$ cat config.mk
export PLATFORM = sky130hd
export DESIGN_NAME = arnf_top
export DESIGN_NICKNAME = d
export VERILOG_FILES = /design/src/rtl/arnf_pkg.sv /design/src/rtl/arnf_decide.sv /design/src/rtl/arnf_top.sv
export SDC_FILE = /design/constraint.sdc
export NUM_CORES = 1
export LEC_CHECK = 0
export ABC_AREA = 1
export BUFFER_PORTS_ARGS = -buffer_cell sky130_fd_sc_hd__buf_2
export CORE_MARGIN = 4
export CORE_UTILIZATION = 45
export CTS_CLUSTER_DIAMETER = 60
export CTS_CLUSTER_SIZE = 14
export DETAILED_ROUTE_END_ITERATION = 6
export PLACE_DENSITY = 0.7
export SLEW_MARGIN = 20
export SYNTH_ARGS = -nofsm -noshare
export SYNTH_HDL_FRONTEND = slang
export SYNTH_SLANG_ARGS = --single-unit
$ cat constraint.sdc
create_clock -name MCLK -period 1.77 [get_ports MCLK]
set_input_delay 0.354 -clock MCLK [delete_from_list [all_inputs] [get_ports MCLK]]
set_output_delay 0.354 -clock MCLK [all_outputs]
set_load 0.03 [all_outputs]
$ cat src/rtl/arnf_pkg.sv
// Package: register map, field layout and reset values of the request filter
`default_nettype none
package arnf_pkg;
    localparam int APB_AW = 12;
    localparam logic [11:0] OFS_FILTER_SET = 12'h100;
    localparam logic [11:0] OFS_FILTER_CLEAR = 12'h104;
    localparam logic [11:0] OFS_BUS_ID = 12'h108;
    localparam logic [11:0] OFS_STATUS = 12'h10C;
    localparam int ALL_BUSES_BIT = 31;
    localparam int NODE_BASE = 32;
    localparam int NODE_BITS = 31;
    localparam int NODE_W = 6;
    localparam int BUS_W = 10;
    localparam logic [31:0] FILTER_RESET = 32'h00000000;
    localparam logic [9:0] BUS_ID_RESET = 10'h3FF;
    localparam logic [9:0] BUS_LOCAL_ALIAS = 10'h3FF;
    localparam logic [5:0] NODE_ID_RESET = 6'h3F;
    localparam logic [5:0] NODE_BASE_ID = 6'h20;
    localparam int BUS_ID_LSB = 6;
    localparam int STAT_VALID_BIT = 31;
    typedef enum logic [1:0] {
        ARNF_PASS_NONE = 2'b00,
        ARNF_PASS_PHYS = 2'b01,
        ARNF_PASS_ARRC = 2'b10
    } arnf_ctx_t;
endpackage : arnf_pkg
`default_nettype wire

$ cat src/rtl/arnf_decide.sv
// Accept decision for one received request from its source identifier
`default_nettype none
module arnf_decide
    import arnf_pkg::*;
(
    input wire logic [31:0] filter,
    input wire logic [BUS_W-1:0] local_bus_id,
    input wire logic [BUS_W-1:0] src_bus,
    input wire logic [NODE_W-1:0] src_node,
    output logic accept
);
    logic is_local;
    logic [NODE_W-1:0] idx;

    always_comb begin
        is_local = (src_bus == local_bus_id) || (src_bus == BUS_LOCAL_ALIAS);
        idx = src_node - NODE_BASE_ID;
        if (!is_local) begin
            accept = filter[ALL_BUSES_BIT];
        end else if (src_node >= NODE_BASE_ID && src_node < 6'h3F) begin
            accept = filter[idx[4:0]];
        end else begin
            accept = 1'b0;
        end
    end
endmodule : arnf_decide
`default_nettype wire

$ cat src/rtl/arnf_top.sv
// Top: upper-node asynchronous request filter with APB register access
//
// The APB register port was decided locally.
`default_nettype none
module arnf_top
    import arnf_pkg::*;
#(
    parameter int FILTER_W = 32,
    parameter int NODE_SPAN = NODE_BITS
)
(
    input wire logic MCLK,
    input wire logic RSTN,
    input wire logic CLK_EN,
    input wire logic PSEL,
    input wire logic PENABLE,
    input wire logic PWRITE,
    input wire logic [APB_AW-1:0] PADDR,
    input wire logic [31:0] PWDATA,
    output logic [31:0] PRDATA,
    output logic PREADY,
    output logic PSLVERR,
    input wire logic PHY_ID_VALID,
    input wire logic [NODE_W-1:0] PHY_NODE_ID,
    input wire logic REQ_VALID,
    input wire logic REQ_TO_PHYS,
    input wire logic [BUS_W-1:0] REQ_SRC_BUS,
    input wire logic [NODE_W-1:0] REQ_SRC_NODE,
    output logic REQ_ACK,
    output logic REQ_QUEUE,
    output logic [1:0] REQ_CTX
);
    // ----------------------------------------
    // Elaboration checks
    // ----------------------------------------
    // Node bits plus the remote-bus bit must fill the data word
    if (FILTER_W != 32) begin : g_bad_width
        $error("filter width must equal the data width");
    end
    if (NODE_SPAN + 1 != FILTER_W || NODE_SPAN != ALL_BUSES_BIT) begin : g_bad_span
        $error("node span must leave the top bit for remote buses");
    end

    // ----------------------------------------
    // Types and functions
    // ----------------------------------------
    typedef enum logic [2:0] {
        ARNF_REG_SET = 3'b000,
        ARNF_REG_CLEAR = 3'b001,
        ARNF_REG_BUS = 3'b010,
        ARNF_REG_STAT = 3'b011,
        ARNF_REG_NONE = 3'b100
    } arnf_reg_t;

    // Register selected by an APB address
    function automatic arnf_reg_t decode_reg(input logic [APB_AW-1:0] addr);
        arnf_reg_t sel;
        sel = ARNF_REG_NONE;
        if (addr == OFS_FILTER_SET) begin
            sel = ARNF_REG_SET;
        end else if (addr == OFS_FILTER_CLEAR) begin
            sel = ARNF_REG_CLEAR;
        end else if (addr == OFS_BUS_ID) begin
            sel = ARNF_REG_BUS;
        end else if (addr == OFS_STATUS) begin
            sel = ARNF_REG_STAT;
        end
        return sel;
    endfunction : decode_reg

    // Ones in the data word set or clear the matching bits
    function automatic logic [31:0] apply_ones(input logic [31:0] cur,
        input logic [31:0] ones, input logic set_not_clear);
        logic [31:0] res;
        res = set_not_clear ? (cur | ones) : (cur & ~ones);
        return res;
    endfunction : apply_ones

    // Read value of the selected register
    function automatic logic [31:0] read_word(input arnf_reg_t sel, input logic [31:0] filt,
        input logic [BUS_W-1:0] bus, input logic [NODE_W-1:0] node, input logic node_ok);
        logic [31:0] word;
        word = 32'h00000000;
        unique case (sel)
            ARNF_REG_SET, ARNF_REG_CLEAR: word = filt;
            ARNF_REG_BUS: word = {16'h0000, bus, node};
            ARNF_REG_STAT: word = {node_ok, 25'h0000000, node};
            default: word = 32'h00000000;
        endcase
        return word;
    endfunction : read_word

    // ----------------------------------------
    // Registers
    // ----------------------------------------
    logic [31:0] filter;
    logic [BUS_W-1:0] local_bus_id;
    logic [NODE_W-1:0] phy_assigned_node_id;
    logic node_id_valid;
    logic accept;
    arnf_reg_t reg_sel;
    logic setup_phase;
    logic access_phase;
    logic wr_en;
    logic rd_en;
    logic mapped;
    logic set_wr;
    logic clear_wr;
    logic bus_wr;
    logic [31:0] next_prdata;
    logic next_ack;
    logic [1:0] next_ctx;

    // ----------------------------------------
    // Bus decode
    // ----------------------------------------
    assign reg_sel = decode_reg(PADDR);
    assign setup_phase = PSEL && !PENABLE;
    assign access_phase = PSEL && PENABLE;
    // Frozen clock enable drops the access as well as the state
    assign wr_en = access_phase && PWRITE && CLK_EN;
    assign rd_en = setup_phase && !PWRITE && CLK_EN;
    assign mapped = (reg_sel != ARNF_REG_NONE);
    assign set_wr = wr_en && (reg_sel == ARNF_REG_SET);
    assign clear_wr = wr_en && (reg_sel == ARNF_REG_CLEAR);
    assign bus_wr = wr_en && (reg_sel == ARNF_REG_BUS);
    // No wait states: every access ends after one access cycle
    assign PREADY = 1'b1;
    assign PSLVERR = access_phase && !mapped;
    // Read data loaded in setup so it stands through the access cycle
    assign next_prdata = read_word(reg_sel, filter, local_bus_id, phy_assigned_node_id,
        node_id_valid);

    always_ff @(posedge MCLK or negedge RSTN) begin
        if (!RSTN) begin
            filter <= FILTER_RESET;
        end else if (set_wr) begin
            filter <= apply_ones(filter, PWDATA, 1'b1);
        end else if (clear_wr) begin
            filter <= apply_ones(filter, PWDATA, 1'b0);
        end
    end

    always_ff @(posedge MCLK or negedge RSTN) begin
        if (!RSTN) begin
            local_bus_id <= BUS_ID_RESET;
        end else if (bus_wr) begin
            local_bus_id <= PWDATA[BUS_ID_LSB +: BUS_W];
        end
    end

    always_ff @(posedge MCLK or negedge RSTN) begin
        if (!RSTN) begin
            phy_assigned_node_id <= NODE_ID_RESET;
            node_id_valid <= 1'b0;
        end else if (CLK_EN && PHY_ID_VALID) begin
            phy_assigned_node_id <= PHY_NODE_ID;
            node_id_valid <= 1'b1;
        end
    end

    always_ff @(posedge MCLK or negedge RSTN) begin
        if (!RSTN) begin
            PRDATA <= 32'h00000000;
        end else if (rd_en) begin
            PRDATA <= next_prdata;
        end
    end

    // ----------------------------------------
    // Request decision
    // ----------------------------------------
    arnf_decide u_decide (
        .filter(filter),
        .local_bus_id(local_bus_id),
        .src_bus(REQ_SRC_BUS),
        .src_node(REQ_SRC_NODE),
        .accept(accept)
    );

    // Decision registered so the answer stands one full cycle
    assign next_ack = REQ_VALID && accept;

    always_comb begin
        next_ctx = ARNF_PASS_NONE;
        if (next_ack) begin
            next_ctx = REQ_TO_PHYS ? ARNF_PASS_PHYS : ARNF_PASS_ARRC;
        end
    end

    always_ff @(posedge MCLK or negedge RSTN) begin
        if (!RSTN) begin
            REQ_ACK <= 1'b0;
            REQ_QUEUE <= 1'b0;
            REQ_CTX <= ARNF_PASS_NONE;
        end else if (CLK_EN) begin
            REQ_ACK <= next_ack;
            REQ_QUEUE <= next_ack;
            REQ_CTX <= next_ctx;
        end
    end
endmodule : arnf_top
`default_nettype wire

==> impl_metrics.json <==
{
  "worstSkewPairLatency_ns": 0.35,
  "cts-root-buf": "clkbuf_8",
  "grt_overflow": 0,
  "r2r-start": "local_bus_id[8]$_DFFE_PN1P_",
  "grt_max_degree": 40,
  "setup_violations": 0,
  "synth_xor_area_frac": 0.00818,
  "synth_fa_ha_area_frac": 0,
  "grt_pass1_vias": 3866,
  "switching_share": 0.255,
  "cts_setup_buffers": 0,
  "ant_nets": 0,
  "r2r-end": "REQ_CTX[1]$_DFFE_PN0P_",
  "fin_crit_ns": 1.56,
  "yosys.area.top_type": "dfrtp_1",
  "min_path_type": "in -> reg",
  "final_cell_mix": "inv_1, nand2_1, buf_2",
  "die-area_um2": 11100,
  "total_switching_power_uw": 1010,
  "power.total_uw": 3960,
  "r2r_slack_ns": 0.21,
  "pin_count": 113,
  "synth_cells": 554,
  "yosys-top-cells-area": "dfrtp_1, inv_1, dfstp_2",
  "synth_compound_area_frac": 0.169,
  "viasPerCell": 4.91,
  "drv_slew": 0,
  "maxCapViolations": 0,
  "route.detailed.drc": 0,
  "dp_hpwl_um": 8070,
  "instances_no_fill": 799,
  "critPathLaunchType": "flop",
  "min_to": "phy_assigned_node_id[2]$_DFFE_PN1P_",
  "synth.ff_latch_count": 84,
  "timing_worst_setup_path_type": "reg -> reg",
  "clockPowerShare": 0.370,
  "maxSlewHeadroom": 0.663,
  "finalNetCount": 740,
  "path_max_fanout": 4,
  "fillCellCount": 904,
  "leakagePower_uw": 0.00269,
  "syn-num-nets": 629,
  "regArea_um2": 2120,
  "cp_data_required_time_ns": 2.06,
  "tritoncts": "done",
  "arrival_ns": 1.85,
  "grtUsageTotal": 0.199,
  "numCtsBuffers": 9,
  "gp_congestion": 0.783,
  "finalWirelength_um": 10900,
  "wl_per_cell_um": 13.6,
  "yosys.area_share.simple": 0.190,
  "hp-start": "PHY_NODE_ID[2]",
  "cp-end-kind": "flop",
  "portBuffers": 111,
  "p_per_area_nw_per_um2": 759,
  "period_share": 0.880,
  "cts_buffer_depth": 2,
  "synth_top_family_by_area": "simple AND/OR/NAND/NOR gates",
  "num_antenna_cells": 0,
  "vdd.ir_drop.worst_v": 0.000381,
  "initial_utilization": 0.464,
  "layout_commonest_cell": "inv_1",
  "drt_iter0_markers": 210,
  "die_h_um": 106,
  "row_count": 35,
  "hold_viol_final": 0,
  "yosysWarnings": 0,
  "r2r_cells": 12,
  "worstHoldPathCells": 3,
  "grt_pass1_wl_um": 18300,
  "max_freq_mhz": 642,
  "multi_input_area_um2": 1590,
  "p_int_uw": 2950,
  "synth_seq_area_share": 0.495,
  "dp.cells": 782,
  "first_pass_iters": 5,
  "outcome": "complete, no violations",
  "fp.dieW_um": 106,
  "skew_ns": 0.0123,
  "synth.avg_cell_area_um2": 7.73,
  "htreeDepth": 3,
  "antenna_found_initial": 0,
  "cts_sinks": 84,
  "synth_cell_types": 34,
  "area_growth_syn_to_layout_pct": 21.9,
  "seqPwrFrac": 0.509,
  "fp.coreArea_um2": 9240,
  "vias": 3921,
  "clk_pin_slew_ns": 0.09,
  "synth_top_area_share": 0.397,
  "synthMuxAreaShare": 0,
  "layout-drive-gt1-share": 0.248,
  "rsz0062_at_grt": "false",
  "syn_area_um2": 4280,
  "p_comb_frac": 0.122,
  "worstMarginPinSlew_ns": 0.506
}
[cells by family (layout without fill, tap and decap cells)]
family	count (synthesis)	count (layout)
other	1	1
AND/OR/NAND/NOR	184	184
buffers and inverters	146	262
AO/OA/AOI/OAI	135	135
flip-flops	84	84
XOR/XNOR	4	4
[cells in the mapped netlist (all sizes together)]
cell type / number
a21oi: 7
buf: 16
clkbuf: 8
clkinv: 1
conb: 1
dfrtp: 68
dfstp: 16
inv: 121
nand2: 111
nand3: 36
nand4: 6
nor2: 23
nor3: 2
nor4: 1
o2111ai: 1
o211ai: 2
o21a: 1
o21ai: 102
o22ai: 21
o32ai: 1
or2: 5
xnor2: 2
xor2: 2
[power groups by stage]
stage | Clock (uW) | Combinational [uW] | Sequential [uW]
2_1_floorplan | 0 | 179 | 2130
3_3_place_gp | 0 | 473 | 2050
3_5_place_dp | 0 | 484 | 2050
4_1_cts | 1490 | 488 | 2020
5_1_grt | 1570 | 540 | 2020
6_report | 1460 | 483 | 2020
[stage by stage]
step	hold WS [ns]	setup WS [ns]	area [um2]	utilization	setup TNS, ns
6_report	0.249	0.213	5220	0.565	0
5_1_grt	0.249	0.0939	5220	0.565	0
4_1_cts	0.240	0.208	5210	0.564	0
3_5_place_dp	0.358	-0.0850	4990	0.540	-0.986
3_3_place_gp	0.357	0.0270	4990	0.540	0
2_1_floorplan	0.0584	0.339	4280	-	0
[worst max path at each step]
stage | from | depth (start not counted) | end
after global placement | PADDR[4] | 8 | PRDATA[14]$_DFFE_PN0P_
after CTS | local_bus_id[8]$_DFFE_PN1P_ | 12 | REQ_CTX[1]$_DFFE_PN0P_
after global routing | local_bus_id[8]$_DFFE_PN1P_ | 12 | REQ_CTX[1]$_DFFE_PN0P_
after floorplan | PADDR[8] | 5 | PSLVERR
after detailed placement | PADDR[5] | 8 | PRDATA[15]$_DFFE_PN0P_
final | local_bus_id[8]$_DFFE_PN1P_ | 12 | REQ_CTX[1]$_DFFE_PN0P_
[routing by layer]
layer,GRT usage,vias to the layer above,share of wire
met5,0,-,0
met4,0.0564,0,0.011
met3,0.0404,9,0.068
met2,0.317,136,0.46
met1,0.275,1805,0.46
li1,-,1971,-
[final cells by class]
type,instances,area share
inverters,122,0.0877
clock buffers,12,0.0259
clock inverters,4,0.0144
repair buffers,124,0.131
well taps,129,0.0309
flip-flops and latches,84,0.406
multi-input cells,324,0.304
[worst max-delay path, stage by stage, from the launching register on]
cell     delay (ns)
dfstp_2        0.56
inv_1          0.05
nand2_1        0.05
nand2_1        0.05
nor3_1         0.16
nand2_1        0.09
nor2_1         0.10
nand2_1        0.07
nand3_1        0.09
nand2_1        0.05
inv_1          0.08
nand3_1        0.09
nand2_1        0.06
[what timing repair did]
item | in CTS | in global routing
endpoints found under the hold margin | 9 | 0
hold buffers | 1 | 0
gates resized for setup | 0 | 1
setup endpoints to repair | 0 | 1
Note: power is estimated with default switching activity, not from simulation.
